## src/hdl/pdem_pkg.sv

```systemverilog
// Package for the port D / port E alternate function multiplexer
package pdem_pkg;

  // Interface mode field encodings
  localparam logic [1:0] IFMODE_PORTS = 2'h0; // Plain ports
  localparam logic [1:0] IFMODE_RSVD = 2'h1; // Reserved, treated as ports
  localparam logic [1:0] IFMODE_WAVE = 2'h2; // Waveform engine master
  localparam logic [1:0] IFMODE_SLAVE = 2'h3; // Slave FIFO

  // Port E alternate function bit positions
  localparam int PE_T0 = 0;
  localparam int PE_T1 = 1;
  localparam int PE_T2 = 2;
  localparam int PE_U0 = 3;
  localparam int PE_U1 = 4;
  localparam int PE_EXTINT = 5;
  localparam int PE_RELOAD = 6;
  localparam int PE_ADR8 = 7;

  // Polarity control bit positions
  localparam int POL_RD = 3;
  localparam int POL_WR = 2;

  // Reset values
  localparam logic [7:0] PORTE_SEL_RST = 8'h00;
  localparam logic [1:0] UART_MODE_SYNC = 2'h0;

  // Synchroniser depth for pin inputs
  localparam int SYNC_STAGES = 3;

  // Strobe mux state
  typedef enum logic [1:0] {
    PDEM_RDY_WAVE = 2'b00,
    PDEM_RDY_SLAVE = 2'b01,
    PDEM_RDY_IDLE = 2'b10
  } pdem_rdy_mode_t;

  // Internal events from the core side
  typedef struct packed {
    logic t0Ovf;      // Timer 0 (low byte in mode 3) overflow
    logic t0Mode3;    // Timer 0 split mode
    logic t0HiOvf;    // High byte overflow in split mode
    logic t1Ovf;
    logic t1Mode3;
    logic t1HiOvf;
    logic t2Ovf;
  } pdem_timer_ev_t;

  // UART sync data sources
  typedef struct packed {
    logic [1:0] mode;
    logic syncData;
  } pdem_uart_t;

endpackage : pdem_pkg

```

## src/hdl/pdem_mux.sv

```systemverilog
// Port D upper nibble, port E and ready input alternate function multiplexer
// Summary of operation
// - Port D 4..7 are GPIO or data 12..15
// - Each port E pin selects alternate by bit
// - Timer 0/1 overflow pulses one clock
// - Split mode pulses on low byte overflow
// - Timer 2 overflow pulses one clock
// - UART0 pin: sync data mode 0, else 1
// - UART1 pin: sync data mode 0, else high
// - Interrupt six pin is rising edge sensitive
// - Timer 2 reload on falling edge, if enabled
// - Pin E7 outputs waveform address bit 8
// - Ready 0 or read strobe, polarity bit 3
// - Ready 1 or write strobe, polarity bit 2
// - Ready 2 only a waveform ready input
`timescale 1ns/100ps
module pdem_mux (
  input wire logic clk,
  input wire logic rst_n,
  // Configuration
  input wire logic [1:0] interfaceConfigMode,
  input wire logic endpointWordWide,
  input wire logic [7:0] porteAltSelect,
  input wire logic [3:0] fifoPinPolarity,
  input wire logic timer2ExtEnable,
  // Port D GPIO side and data bus side
  input wire logic [3:0] portdOut,
  input wire logic [3:0] portdOe,
  input wire logic [3:0] ifaceDataOut,
  input wire logic [3:0] ifaceDataOe,
  // Port D pins (enable low drives)
  input wire logic [3:0] portdPinIn,
  output logic [3:0] portdPinOut,
  output logic [3:0] portdPinOe_n,
  output logic [3:0] portdIn,
  output logic [3:0] ifaceDataIn,
  // Port E GPIO side
  input wire logic [7:0] porteOut,
  input wire logic [7:0] porteOe,
  input wire logic [7:0] portePinIn,
  output logic [7:0] portePinOut,
  output logic [7:0] portePinOe_n,
  output logic [7:0] porteIn,
  // Core sources
  input wire pdem_pkg::pdem_timer_ev_t timerEv,
  input wire pdem_pkg::pdem_uart_t uart0,
  input wire pdem_pkg::pdem_uart_t uart1,
  input wire logic waveformAddrBit8,
  // Core sinks
  output logic extInterruptSix,
  output logic timer2Reload,
  // Ready and strobe pins
  input wire logic readyIn0,
  input wire logic readyIn1,
  input wire logic readyIn2,
  output logic [2:0] waveReady,
  output logic slaveReadStrobe,
  output logic slaveWriteStrobe
);

  logic [7:0] peSync; // Synchronised port E pins
  logic [3:0] pdSync; // Synchronised port D pins
  logic [2:0] rdySync; // Synchronised ready pins
  logic extIntPrev_q; // Previous interrupt pin level
  logic reloadPrev_q; // Previous reload pin level
  logic dataSel; // Port D used as upper data
  pdem_pkg::pdem_rdy_mode_t rdyMode; // Ready pin role

  // One synchroniser per pin input
  genvar gi;
  generate
    for (gi = 0; gi < 8; gi++) begin : g_pe
      pdem_sync u_sync (.clk(clk), .rst_n(rst_n), .pinIn(portePinIn[gi]), .levelOut(peSync[gi]));
    end
    for (gi = 0; gi < 4; gi++) begin : g_pd
      pdem_sync u_sync (.clk(clk), .rst_n(rst_n), .pinIn(portdPinIn[gi]), .levelOut(pdSync[gi]));
    end
  endgenerate
  pdem_sync u_readySync0 (.clk(clk), .rst_n(rst_n), .pinIn(readyIn0), .levelOut(rdySync[0]));
  pdem_sync u_readySync1 (.clk(clk), .rst_n(rst_n), .pinIn(readyIn1), .levelOut(rdySync[1]));
  pdem_sync u_readySync2 (.clk(clk), .rst_n(rst_n), .pinIn(readyIn2), .levelOut(rdySync[2]));

  // Data bus needs a controller mode plus word-wide endpoint
  function automatic logic isBusMode(input logic [1:0] m);
    isBusMode = (m == pdem_pkg::IFMODE_WAVE) || (m == pdem_pkg::IFMODE_SLAVE);
  endfunction : isBusMode

  assign dataSel = isBusMode(interfaceConfigMode) && endpointWordWide;

  // Ready pins role from interface mode
  always_comb begin
    if (interfaceConfigMode == pdem_pkg::IFMODE_SLAVE) begin
      rdyMode = pdem_pkg::PDEM_RDY_SLAVE;
    end else if (interfaceConfigMode == pdem_pkg::IFMODE_WAVE) begin
      rdyMode = pdem_pkg::PDEM_RDY_WAVE;
    end else begin
      rdyMode = pdem_pkg::PDEM_RDY_IDLE;
    end
  end

  // Port D pin drive; idle reset state is released (input)
  always_ff @(posedge clk or negedge rst_n) begin
    if (!rst_n) begin
      portdPinOut <= 4'h0;
      portdPinOe_n <= 4'hf;
    end else if (dataSel) begin
      portdPinOut <= ifaceDataOut;
      portdPinOe_n <= ~ifaceDataOe;
    end else begin
      portdPinOut <= portdOut;
      portdPinOe_n <= ~portdOe;
    end
  end

  // Port D input routing; the unused side reads zero
  always_ff @(posedge clk or negedge rst_n) begin
    if (!rst_n) begin
      portdIn <= 4'h0;
      ifaceDataIn <= 4'h0;
    end else begin
      portdIn <= dataSel ? 4'h0 : pdSync;
      ifaceDataIn <= dataSel ? pdSync : 4'h0;
    end
  end

  // Port E output drive per pin
  always_ff @(posedge clk or negedge rst_n) begin
    if (!rst_n) begin
      portePinOut <= 8'h00;
      portePinOe_n <= 8'hff;
    end else begin
      for (int i = 0; i < 8; i++) begin
        portePinOut[i] <= porteOut[i];
        portePinOe_n[i] <= ~porteOe[i];
      end
      // Output alternates drive the pin; input alternates release it
      if (porteAltSelect[pdem_pkg::PE_T0]) begin
        // Split mode pulses come from the low byte counter only
        portePinOut[pdem_pkg::PE_T0] <= timerEv.t0Ovf;
        portePinOe_n[pdem_pkg::PE_T0] <= 1'b0;
      end
      if (porteAltSelect[pdem_pkg::PE_T1]) begin
        portePinOut[pdem_pkg::PE_T1] <= timerEv.t1Ovf;
        portePinOe_n[pdem_pkg::PE_T1] <= 1'b0;
      end
      if (porteAltSelect[pdem_pkg::PE_T2]) begin
        portePinOut[pdem_pkg::PE_T2] <= timerEv.t2Ovf;
        portePinOe_n[pdem_pkg::PE_T2] <= 1'b0;
      end
      if (porteAltSelect[pdem_pkg::PE_U0]) begin
        // Idle high keeps the far receiver quiet outside sync mode
        portePinOut[pdem_pkg::PE_U0] <= (uart0.mode == pdem_pkg::UART_MODE_SYNC) ? uart0.syncData : 1'b1;
        portePinOe_n[pdem_pkg::PE_U0] <= 1'b0;
      end
      if (porteAltSelect[pdem_pkg::PE_U1]) begin
        portePinOut[pdem_pkg::PE_U1] <= (uart1.mode == pdem_pkg::UART_MODE_SYNC) ? uart1.syncData : 1'b1;
        portePinOe_n[pdem_pkg::PE_U1] <= 1'b0;
      end
      if (porteAltSelect[pdem_pkg::PE_EXTINT]) begin
        portePinOe_n[pdem_pkg::PE_EXTINT] <= 1'b1;
      end
      if (porteAltSelect[pdem_pkg::PE_RELOAD]) begin
        portePinOe_n[pdem_pkg::PE_RELOAD] <= 1'b1;
      end
      if (porteAltSelect[pdem_pkg::PE_ADR8]) begin
        portePinOut[pdem_pkg::PE_ADR8] <= waveformAddrBit8;
        portePinOe_n[pdem_pkg::PE_ADR8] <= 1'b0;
      end
    end
  end

  // GPIO input view of port E; alternate pins read zero
  always_ff @(posedge clk or negedge rst_n) begin
    if (!rst_n) begin
      porteIn <= 8'h00;
    end else begin
      porteIn <= peSync & ~porteAltSelect;
    end
  end

  // Edge detection for the interrupt and reload inputs
  always_ff @(posedge clk or negedge rst_n) begin
    if (!rst_n) begin
      // Low matches the synchroniser's reset output, so no false edge
      extIntPrev_q <= 1'b0;
      reloadPrev_q <= 1'b0;
      extInterruptSix <= 1'b0;
      timer2Reload <= 1'b0;
    end else begin
      extIntPrev_q <= peSync[pdem_pkg::PE_EXTINT];
      reloadPrev_q <= peSync[pdem_pkg::PE_RELOAD];
      extInterruptSix <= porteAltSelect[pdem_pkg::PE_EXTINT] && peSync[pdem_pkg::PE_EXTINT] && !extIntPrev_q;
      timer2Reload <= porteAltSelect[pdem_pkg::PE_RELOAD] && timer2ExtEnable
                      && !peSync[pdem_pkg::PE_RELOAD] && reloadPrev_q;
    end
  end

  // Ready and strobe routing; strobes are normalised to active high
  always_ff @(posedge clk or negedge rst_n) begin
    if (!rst_n) begin
      waveReady <= 3'h0;
      slaveReadStrobe <= 1'b0;
      slaveWriteStrobe <= 1'b0;
    end else begin
      // Ready 2 has no alternate role
      waveReady[2] <= rdySync[2];
      waveReady[1:0] <= (rdyMode == pdem_pkg::PDEM_RDY_WAVE) ? rdySync[1:0] : 2'h0;
      // Master is trusted to drive one strobe at this polarity
      slaveReadStrobe <= (rdyMode == pdem_pkg::PDEM_RDY_SLAVE)
                         && (rdySync[0] ~^ fifoPinPolarity[pdem_pkg::POL_RD]);
      slaveWriteStrobe <= (rdyMode == pdem_pkg::PDEM_RDY_SLAVE)
                          && (rdySync[1] ~^ fifoPinPolarity[pdem_pkg::POL_WR]);
    end
  end

  // Assertions
  AST_T2_PULSE: assert property (@(posedge clk) disable iff (!rst_n)
    porteAltSelect[pdem_pkg::PE_T2] && timerEv.t2Ovf |=> portePinOut[pdem_pkg::PE_T2] && !portePinOe_n[pdem_pkg::PE_T2])
    else $error("timer 2 overflow not on pin");
  AST_T0_PULSE: assert property (@(posedge clk) disable iff (!rst_n)
    porteAltSelect[pdem_pkg::PE_T0] && $stable(porteAltSelect) && !timerEv.t0Ovf |=> !portePinOut[pdem_pkg::PE_T0])
    else $error("timer 0 pin high without overflow");
  AST_T0_SPLIT: assert property (@(posedge clk) disable iff (!rst_n)
    porteAltSelect[pdem_pkg::PE_T0] && timerEv.t0Mode3 && timerEv.t0HiOvf && !timerEv.t0Ovf
    |=> !portePinOut[pdem_pkg::PE_T0])
    else $error("high byte overflow reached pin");
  AST_T1_SPLIT: assert property (@(posedge clk) disable iff (!rst_n)
    porteAltSelect[pdem_pkg::PE_T1] && timerEv.t1Mode3 && timerEv.t1HiOvf && !timerEv.t1Ovf
    |=> !portePinOut[pdem_pkg::PE_T1])
    else $error("timer 1 high byte overflow reached pin");
  AST_U0_IDLE: assert property (@(posedge clk) disable iff (!rst_n)
    porteAltSelect[pdem_pkg::PE_U0] && uart0.mode != pdem_pkg::UART_MODE_SYNC |=> portePinOut[pdem_pkg::PE_U0])
    else $error("uart0 pin not idle high");
  AST_U1_IDLE: assert property (@(posedge clk) disable iff (!rst_n)
    porteAltSelect[pdem_pkg::PE_U1] && uart1.mode != pdem_pkg::UART_MODE_SYNC |=> portePinOut[pdem_pkg::PE_U1])
    else $error("uart1 pin not high");
  AST_EXTINT_EDGE: assert property (@(posedge clk) disable iff (!rst_n)
    extInterruptSix |=> !extInterruptSix)
    else $error("interrupt six not a single pulse");
  AST_RELOAD_EN: assert property (@(posedge clk) disable iff (!rst_n)
    !$past(timer2ExtEnable) |-> !timer2Reload)
    else $error("reload without enable");
  AST_ADR8: assert property (@(posedge clk) disable iff (!rst_n)
    porteAltSelect[pdem_pkg::PE_ADR8] |=> portePinOut[pdem_pkg::PE_ADR8] == $past(waveformAddrBit8))
    else $error("address bit 8 not on pin");
  AST_DATA_SEL: assert property (@(posedge clk) disable iff (!rst_n)
    dataSel |=> portdPinOut == $past(ifaceDataOut))
    else $error("upper data not on port D");
  AST_STROBE_MODE: assert property (@(posedge clk) disable iff (!rst_n)
    interfaceConfigMode != pdem_pkg::IFMODE_SLAVE |=> !slaveReadStrobe && !slaveWriteStrobe)
    else $error("strobe outside slave mode");
  AST_READY_IN2: assert property (@(posedge clk) disable iff (!rst_n)
    rdySync[2] |=> waveReady[2])
    else $error("ready 2 lost");
  AST_RESET_IN: assert property (@(posedge clk)
    !rst_n |-> portePinOe_n == 8'hff && portdPinOe_n == 4'hf)
    else $error("pin driven in reset");

  COV_T0: cover property (@(posedge clk) disable iff (!rst_n) portePinOut[pdem_pkg::PE_T0] && porteAltSelect[0]);
  COV_EXTINT: cover property (@(posedge clk) disable iff (!rst_n) extInterruptSix);
  COV_RELOAD: cover property (@(posedge clk) disable iff (!rst_n) timer2Reload);
  COV_RD: cover property (@(posedge clk) disable iff (!rst_n) slaveReadStrobe);

endmodule : pdem_mux

```

## src/hdl/pdem_sync.sv

```systemverilog
// Three-stage pin synchroniser with agreement qualified output
`timescale 1ns/100ps
module pdem_sync (
  input wire logic clk,
  input wire logic rst_n,
  input wire logic pinIn,
  output logic levelOut
);

  logic [pdem_pkg::SYNC_STAGES-1:0] stage_q; // Shift chain, stage 0 only feeds stage 1

  // Shift the pin through the chain
  always_ff @(posedge clk or negedge rst_n) begin
    if (!rst_n) begin
      stage_q <= '0;
    end else begin
      stage_q <= {stage_q[pdem_pkg::SYNC_STAGES-2:0], pinIn};
    end
  end

  // Accept a change only when the last two stages agree
  always_ff @(posedge clk or negedge rst_n) begin
    if (!rst_n) begin
      levelOut <= 1'b0;
    end else if (stage_q[1] == stage_q[2]) begin
      levelOut <= stage_q[2];
    end
  end

endmodule : pdem_sync

```

## config.mk

```make
export PLATFORM = sky130hd
export DESIGN_NAME = pdem_mux
export DESIGN_NICKNAME = d
export VERILOG_FILES = /design/src/hdl/pdem_pkg.sv /design/src/hdl/pdem_mux.sv /design/src/hdl/pdem_sync.sv
export SDC_FILE = /design/constraint.sdc
export NUM_CORES = 1
export LEC_CHECK = 0
export ABC_AREA = 1
export BUFFER_PORTS_ARGS = -buffer_cell sky130_fd_sc_hd__clkbuf_2
export CORE_ASPECT_RATIO = 0.6
export CORE_UTILIZATION = 43
export DETAILED_ROUTE_END_ITERATION = 6
export PLACE_DENSITY = 0.71
export REMOVE_ABC_BUFFERS = 1
export SYNTH_ARGS = -nofsm -noshare
export SYNTH_HDL_FRONTEND = slang
export SYNTH_HIERARCHICAL = 1
export SYNTH_SLANG_ARGS = --single-unit
```

## constraint.sdc

```tcl
create_clock -name clk -period 0.9 [get_ports clk]
set_clock_uncertainty 0.2 [all_clocks]
set_input_delay 0.09 -clock clk [delete_from_list [all_inputs] [get_ports clk]]
set_output_delay 0.09 -clock clk [all_outputs]
set_load 0.02 [all_outputs]
```

==> results of run 1 <==
==> through the flow <==
step | setup TNS [ns] | utilization | instance area, µm² | worst slack (ns) | cells
6_report | -13.30 | 0.746 | 5580 | -0.389 | 579
5_1_grt | -15.37 | 0.746 | 5580 | -0.421 | 579
4_1_cts | -14.24 | 0.711 | 5310 | -0.407 | 586
3_5_place_dp | -0.603 | 0.563 | 4210 | -0.0759 | 501
3_3_place_gp | -0.470 | 0.563 | 4210 | -0.0395 | 501
2_1_floorplan | 0 | - | 3400 | 0.0120 | 273
==> sequential cells by signal, summed over array words and instances (netlist names), 3 cells and up <==
| name | count |
|---|---|
| u_readySync0/stage_q | 3 |
| porteIn | 8 |
| ifaceDataIn | 4 |
| g_pd.u_sync/stage_q | 12 |
| portdPinOut | 4 |
| portePinOut | 8 |
| g_pe.u_sync/stage_q | 24 |
| u_readySync1/stage_q | 3 |
| waveReady | 3 |
| g_pd.u_sync/levelOut | 4 |
| portePinOe_n | 8 |
| u_readySync2/stage_q | 3 |
| g_pe.u_sync/levelOut | 8 |
| portdPinOe_n | 4 |
| portdIn | 4 |
==> per-layer routing <==
layer  track usage  routed length [µm]  vias up
li1              -                   -     1210
met1         0.212                3070     1242
met2         0.361                4320       95
met3        0.0703                 473       18
met4        0.0900                 197        0
met5             0                   0        -
==> worst max path at each step <==
| stage | startpoint | endpoint | slack, ns | depth (start not counted) |
|---|---|---|---|---|
| 6_report | portdPinOe_n[2] | portdPinOe_n[2] | -0.39 | 1 |
| 3_3_place_gp | portdPinOe_n[0] | portdPinOe_n[0] | -0.04 | 1 |
| 5_1_grt | portdPinOe_n[2] | portdPinOe_n[2] | -0.42 | 1 |
| 3_5_place_dp | u_readySync0/levelOut | slaveReadStrobe | -0.08 | 4 |
| 2_1_floorplan | u_readySync0/levelOut | slaveReadStrobe | 0.01 | 4 |
| 4_1_cts | portdPinOe_n[1] | portdPinOe_n[1] | -0.41 | 1 |
==> logic make-up (layout without fill, tap and decap cells) <==
family	count (synthesis)	count (layout)
buffers and inverters	45	246
and+or+nand+nor	95	95
AOI/OAI and AO/OA	25	25
DFF	109	109
==> power by group through the flow <==
stage          Combinational (mW)  Sequential [mW]  Clock (mW)
6_report                     1.40             5.45        3.91
5_1_grt                      1.52             5.49        4.20
4_1_cts                      1.21             5.40        4.03
3_5_place_dp                0.917             5.48           0
3_3_place_gp                0.888             5.46           0
2_1_floorplan               0.226             5.64           0
==> area by class of cell <==
cell class	count	share of cell area
inverters	44	0.0296
well taps	104	0.0233
flip-flops and latches	109	0.492
clock buffers	12	0.0460
repair buffers	186	0.299
multi-input cells	120	0.102
clock inverters	4	0.00853
==> synth_stat cells, drive strengths merged <==
cell type   n
a21oi      17
nor3        4
nand2      44
dfrtp      97
o21ai       8
buf         1
inv        44
dfstp      12
nor2       47
==> repair_timing <==
item	CTS	global route
gates cloned	0	0
resized for setup	23	143
setup buffers	0	0
endpoints found under the hold margin	170	138
pin swaps	4	8
hold buffers	69	4
setup endpoints to repair	50	69
==> flow_summary.ini, run 1 <==
[drt]
drc = 0
ant_nets = 0
drt-total-wl_um = 8070
wl_per_cell_um = 13.9
drtIter0Drc = 105
dr.pass1.iters = 6
avgViaCountPerCell = 4.43
vias = 2565

[worst_setup_path]
worstPathRequired_ns = 0.61
path_max_fanout = 1
reg2reg_depth = 4
critPathCaptureType = output pin
cp-start-kind = flop
path_delay_family = flip-flops
crit_slowest_cell = dfstp_2
regToRegSetupSlack_ns = -0.08
worstPathCellList = buf_8
r2r-end = slaveReadStrobe
worstSetupPathType = flop to output pin
reg2reg_from = u_readySync0/levelOut
critical_path.max_stage_delay_ns = 0.55
critical_path_buf_inv_count = 1
cp.arrival_ns = 1.00

[place]
dp_hpwl_um = 4250
port_buffers = 119
gp_congestion = 0.709

[floorplan]
core_area_mm2 = 0.00748
initial_utilization = 0.457
rows = 24
pin_count = 126
die_x_um = 117
die_h_um = 71.0
dieArea_mm2 = 0.00832

[sta]
hold_viol = 128
worst_pin_slew_ns = 0.239
rsz0062_at_grt = true
holdWs_ns = -0.588
fmax_mhz = 776
min_period_ns = 1.29
relSlewSlack = 0.841
min_period_over_period = 1.43
setup_ws_ns = -0.389
setup_violations = 57
drv_slew = 0

[layout]
areaGrowthSynthToFinish_pct = 63.3
layout_commonest_cell = dfrtp_1
drive_gt1_frac = 0.364
antennaDiodeCount = 0
n_fill_cell = 486
nets = 549
multiInputGateArea_um2 = 568
layout_common_cells = dfrtp_1, dlygate4sd3_1, clkbuf_2
seq_area_mm2 = 0.00274

[synth]
synthDominantCellAreaShare = 0.711
synth_top_family_by_area = simple AND/OR/NAND/NOR gates
ys_seq_area_frac = 0.803
synth_simple_gate_area_frac = 0.107
syn_area_mm2 = 0.00342
synthTopCellsByArea = dfrtp_1, dfstp_2, nor2_1, inv_1, nand2_1
synth_compound_area_frac = 0.0388
syn_inst = 274
synth_cell_types = 12
synthMuxAreaShare = 0
yosys_warnings = 6
synth_seq_cells = 109
synthAdderAreaFrac = 0
synthXorXnorAreaFrac = 0
syn_area_per_cell_um2 = 12.5
yosysTopAreaCell = dfrtp_1

[clocking]
cts_num_sinks = 109
cts_max_level = 3
clk_latency_ns = 0.34
cts_tree = yes
clk_pin_slew_ns = 0.07
cts_buffer_depth = 2
cts_buffers = 9
ctsRootBufferMaster = clkbuf_16

[global_routing]
antenna_found_initial = 0
track_usage = 0.200
grt_pass1_vias = 2703
grt-ovfl-total = 0
grt_start_max_net_pins = 44
grt_pass1_wl_um = 12100

[hold_path]
hold_class = input pin to asynchronous set/reset pin

[power]
netSwitchingPower_mw = 2.47
p_sw_frac = 0.229
peakVddDrop_mv = 1.21
pwr-share-comb = 0.130
internal_power_mw = 8.29
p_leak_nw = 2.82
finalPower_mw = 10.8
clkPwrFrac = 0.363
power_per_cell_area_mw_per_mm2 = 1930
seqPwrFrac = 0.507

[outcome]
violations = negative hold slack, negative setup slack
status = finished, violations left

[job]
drv_cap = 0
No activity file was read; power rests on OpenSTA's default activity.
==> run 2, diff against run 1 <==
--- a/config.mk
+++ b/config.mk
@@ -6,11 +6,11 @@
 export NUM_CORES = 1
 export LEC_CHECK = 0
 export ABC_AREA = 1
-export BUFFER_PORTS_ARGS = -buffer_cell sky130_fd_sc_hd__clkbuf_2
 export CORE_ASPECT_RATIO = 0.6
-export CORE_UTILIZATION = 43
+export CORE_UTILIZATION = 55
 export DETAILED_ROUTE_END_ITERATION = 6
-export PLACE_DENSITY = 0.71
+export DONT_BUFFER_PORTS = 1
+export PLACE_DENSITY = 0.7
 export REMOVE_ABC_BUFFERS = 1
 export SYNTH_ARGS = -nofsm -noshare
 export SYNTH_HDL_FRONTEND = slang
==> run 2 against run 1 <==
The flow still finishes with violations (negative hold slack, negative setup slack). Core utilization up 3.5 points. Highest routed layer unchanged. Sequential power up 3%. Final cell count shrank 24%.
==> flow_summary.ini, run 2 (synthesis results as in run 1) <==
[outcome]
status = finished, violations left
violations = negative hold slack, negative setup slack

[sta]
fmax_mhz = 793
holdWs_ns = -0.797
rsz0062_at_grt = true
setup_violations = 51
setup_ws_ns = -0.360
tns_ns = -11.71
drv_slew = 0
min_period_over_period = 1.40
worst_pin_slew_ns = 0.200
relSlewSlack = 0.866
hold_viol = 125
min_period_ns = 1.26

[power]
pwr-share-comb = 0.067
internal_power_mw = 6.72
peakVddDrop_mv = 1.54
netSwitchingPower_mw = 2.22
p_leak_nw = 2.15
seqPwrFrac = 0.629
p_sw_frac = 0.248
power_per_cell_area_mw_per_mm2 = 1980
clkPwrFrac = 0.304

[clocking]
clk_latency_ns = 0.37
cts_max_level = 3
clk_pin_slew_ns = 0.10
cts_tree = yes
cts_num_sinks = 109
cts-hold-fix-buffers = 70
cts_buffer_depth = 2
ctsRootBufferMaster = clkbuf_8
cts_buffers = 9

[worst_setup_path]
cp-start-kind = flop
worstPathRequired_ns = 0.61
cp.arrival_ns = 0.97
reg2reg_depth = 4
regToRegSetupSlack_ns = -0.04
worstSetupPathType = flop to output pin
critPathCaptureType = output pin
reg2reg_from = u_readySync1/levelOut
path_max_fanout = 1
r2r-end = slaveWriteStrobe

[layout]
areaGrowthSynthToFinish_pct = 32.1
n_fill_cell = 333
antennaDiodeCount = 0
drive_gt1_frac = 0.213
top_register = g_pe.u_sync/stage_q
nets = 436
layout_commonest_cell = dfrtp_1
largest_register_ffs = 24
finalNonFillerCells = 442
design_area_mm2 = 0.00451
top_regs = g_pe.u_sync/stage_q (24), g_pd.u_sync/stage_q (12)
final_core_util = 0.781
layout_common_cells = dfrtp_1, dlygate4sd3_1, nor2_1

[floorplan]
initial_utilization = 0.591
die_x_um = 104
pin_count = 126
core_area_mm2 = 0.00578
die_h_um = 63.0
dieArea_mm2 = 0.00654
rows = 21

[global_routing]
grt_start_max_net_pins = 110
grt_pass1_wl_um = 10100
track_usage = 0.211
grt-ovfl-total = 0
antenna_found_initial = 0
grt_pass1_vias = 2103

[drt]
ant_nets = 0
drtIter0Drc = 108
drc = 0
dr.pass1.iters = 6
drt-total-wl_um = 6380
vias = 2104
avgViaCountPerCell = 4.76
wl_per_cell_um = 14.4

[place]
gp_congestion = 0.725
dp_hpwl_um = 3430
port_buffers = 0
dpl.cell_count = 354
placed_cell_area_mm2 = 0.00352

[hold_path]
hold_class = input pin to asynchronous set/reset pin

[job]
drv_cap = 0
run 2: how the worst max path moves through the flow:
stage | startpoint | to | slack [ns] | cells after the start
after detailed placement | u_readySync0/levelOut | slaveReadStrobe | -0.04 | 4
after floorplan | u_readySync0/levelOut | slaveReadStrobe | 0.01 | 4
after CTS | portdPinOe_n[0] | portdPinOe_n[0] | -0.37 | 0
after global routing | portePinOe_n[2] | portePinOe_n[2] | -0.40 | 0
final | portePinOe_n[7] | portePinOe_n[7] | -0.36 | 0
after global placement | u_readySync0/levelOut | slaveReadStrobe | -0.009 | 4
run 2: power groups by stage:
stage / combinational [mW] / clock, mW / sequential [mW]
2_1_floorplan: 0.226 / 0 / 5.64
3_3_place_gp: 0.261 / 0 / 5.68
3_5_place_dp: 0.283 / 0 / 5.69
4_1_cts: 0.546 / 2.78 / 5.61
5_1_grt: 0.672 / 2.98 / 5.66
6_report: 0.599 / 2.71 / 5.63
run 2: stage by stage:
| step | total power [mW] | setup slack [ns] |
|---|---|---|
| 6_report | 8.94 | -0.360 |
| 3_3_place_gp | 5.94 | -0.00873 |
| 5_1_grt | 9.31 | -0.397 |
| 2_1_floorplan | 5.87 | 0.0120 |
| 4_1_cts | 8.94 | -0.373 |
| 3_5_place_dp | 5.98 | -0.0444 |
run 2: layout make-up:
| class | count | area [µm²] | area share |
|---|---|---|---|
| multi-input combinational | 120 | 552 | 0.122 |
| timing repair buffer | 73 | 738 | 0.164 |
| tap | 80 | 100 | 0.0222 |
| sequential | 109 | 2780 | 0.615 |
| inverter | 44 | 165 | 0.0366 |
| clock buffer | 11 | 141 | 0.0313 |
| clock inverter | 5 | 40.0 | 0.00887 |
run 2: repair_timing:
action                                  CTS  global route
endpoints found under the hold margin   170           125
endpoints found under the setup margin   51            77
pin swaps                                 3             3
resized for setup                        22            23
setup buffers                             0             2
run 2: metal layers:
layer  global-route usage  wire length [µm]  up-vias
met5                    0                 0        -
met4               0.0929               136        0
met3               0.0855               487       15
met2                0.348              3130       81
met1                0.248              2630     1020
li1                     -                 -      988
==> run 3, diff against run 2 <==
--- a/config.mk
+++ b/config.mk
@@ -12,6 +12,7 @@
 export DONT_BUFFER_PORTS = 1
 export PLACE_DENSITY = 0.7
 export REMOVE_ABC_BUFFERS = 1
+export SETUP_SLACK_MARGIN = 0.3
 export SYNTH_ARGS = -nofsm -noshare
 export SYNTH_HDL_FRONTEND = slang
 export SYNTH_HIERARCHICAL = 1
==> run 3 against run 2 <==
Design area fell by 10%. The flow still finishes with violations (negative hold slack, negative setup slack). Wire length decreased by 14%. Via count fell by 11%. Fmax grew 0.48%. Register-to-register slack barely moved. Hold slack improved by 0.0046 ns. Non-clock buffer count down 48. Sequential share of layout area rose by 7.1 points. Global-route usage is 2.8 points lower. Largest power group unchanged. Final cell count is 11% lower. Critical endpoint is now portePinOe_n[0].
==> flow_summary.ini, run 3 (synthesis results as in run 1) <==
[job]
drv_cap = 0

[hold_path]
hold_class = input pin to asynchronous set/reset pin

[floorplan]
rows = 21
pin_count = 126
dieArea_mm2 = 0.00654
die_h_um = 63.0
core_area_mm2 = 0.00578
die_x_um = 104
initial_utilization = 0.591

[clocking]
clk_latency_ns = 0.36
cts_tree = yes
cts_num_sinks = 109
clk_pin_slew_ns = 0.10
ctsRootBufferMaster = clkbuf_8
cts_buffer_depth = 2
cts-hold-fix-buffers = 19
cts_buffers = 9
cts_max_level = 3

[drt]
drc = 0
ant_nets = 0
dr.pass1.iters = 4
drt-total-wl_um = 5490
drtIter0Drc = 58
wl_per_cell_um = 13.9
vias = 1883
avgViaCountPerCell = 4.78

[place]
gp_congestion = 0.725
dpl.cell_count = 354
dp_hpwl_um = 3430
placed_cell_area_mm2 = 0.00352
port_buffers = 0

[layout]
areaGrowthSynthToFinish_pct = 18.4
top_regs = g_pe.u_sync/stage_q (24), g_pd.u_sync/stage_q (12)
nets = 388
layout_commonest_cell = dfrtp_1
top_register = g_pe.u_sync/stage_q
finalNonFillerCells = 394
layout_common_cells = dfrtp_1, nand2_1, nor2_1
largest_register_ffs = 24
design_area_mm2 = 0.00404
antennaDiodeCount = 0
n_fill_cell = 383
drive_gt1_frac = 0.287

[outcome]
status = finished, violations left
violations = negative hold slack, negative setup slack

[power]
power_per_cell_area_mw_per_mm2 = 2160
p_leak_nw = 1.95
peakVddDrop_mv = 1.46
finalPower_mw = 8.73

[worst_setup_path]
cp.arrival_ns = 0.96
worstPathRequired_ns = 0.61
path_max_fanout = 1
cp-start-kind = flop
worstSetupPathType = flop to output pin
critPathCaptureType = output pin

[global_routing]
grt_pass1_vias = 1847
track_usage = 0.183
grt_start_max_net_pins = 110
grt-ovfl-total = 0
grt_pass1_wl_um = 8710
antenna_found_initial = 0

[sta]
fmax_mhz = 797
worst_pin_slew_ns = 0.208
setup_ws_ns = -0.354
holdWs_ns = -0.792
min_period_over_period = 1.39
rsz0062_at_grt = true
min_period_ns = 1.25
hold_viol = 154
setup_violations = 53
relSlewSlack = 0.860
drv_slew = 0
==> run 3: cell count changes in the layout (fill, tap and decap cells not counted), moves of 3 or more <==
cell | before | now
dlygate4sd3_1 | 69 | 18
inv_1 | 40 | 35
inv_2 | 4 | 9
nor2_1 | 43 | 39
nor2_2 | 4 | 8
buf_6 | 0 | 3
==> run 3: final cells by class <==
class	count	area, µm²	area share
flip-flops and latches	109	2780	0.686
multi-input cells	120	561	0.139
repair buffers	25	262	0.0647
inverters	44	165	0.0408
clock buffers	11	141	0.0350
well taps	80	100	0.0248
clock inverters	5	40.0	0.00990
==> run 3: through the flow <==
step                worst slack [ns]  utilization  setup TNS [ns]
global route                  -0.393        0.700          -13.54
detailed placement           -0.0444        0.610         -0.0683
CTS                           -0.373        0.685          -12.31
global placement            -0.00873        0.610         -0.0121
finish                        -0.354        0.700          -11.49
floorplan                     0.0120            -               0
==> run 3: final timing paths <==
check                                            endpoint  depth (start not counted)  slack (ns)                      start
worst min-delay path                         timer2Reload                          0       -0.79                      rst_n
max in group asynchronous                 portdPinOe_n[3]                          0        1.05                      rst_n
min in group clk                          portePinOe_n[7]                          1       -0.46                 porteOe[7]
worst max-delay path                      portePinOe_n[0]                          0       -0.35            portePinOe_n[0]
worst max register to register           slaveWriteStrobe                          4       -0.03      u_readySync1/levelOut
worst min register to register  g_pe[7].u_sync/stage_q[1]                          0        0.14  g_pe[7].u_sync/stage_q[0]
==> run 3: timing repair <==
action,in CTS,in global routing
gates resized for setup,26,31
setup endpoints to repair,117,118
buffers inserted,3,2
pin swaps,15,6
endpoints found under the hold margin,170,154
==> run 3: per-layer routing <==
metal | track usage | wire [µm] | vias to the layer above | part of all wire
li1 | - | - | 890 | -
met1 | 0.218 | 2190 | 908 | 0.40
met5 | 0 | 0 | - | 0
met2 | 0.281 | 2660 | 75 | 0.48
met3 | 0.0970 | 557 | 10 | 0.10
met4 | 0.0786 | 75 | 0 | 0.014
==> run 3: report_power, final <==
group | switching, mW | total (mW) | internal (mW)
clock | 1.57 | 2.69 | 1.11
combinational | 0.200 | 0.413 | 0.213
sequential | 0.366 | 5.63 | 5.26
total | 2.14 | 8.73 | 6.59
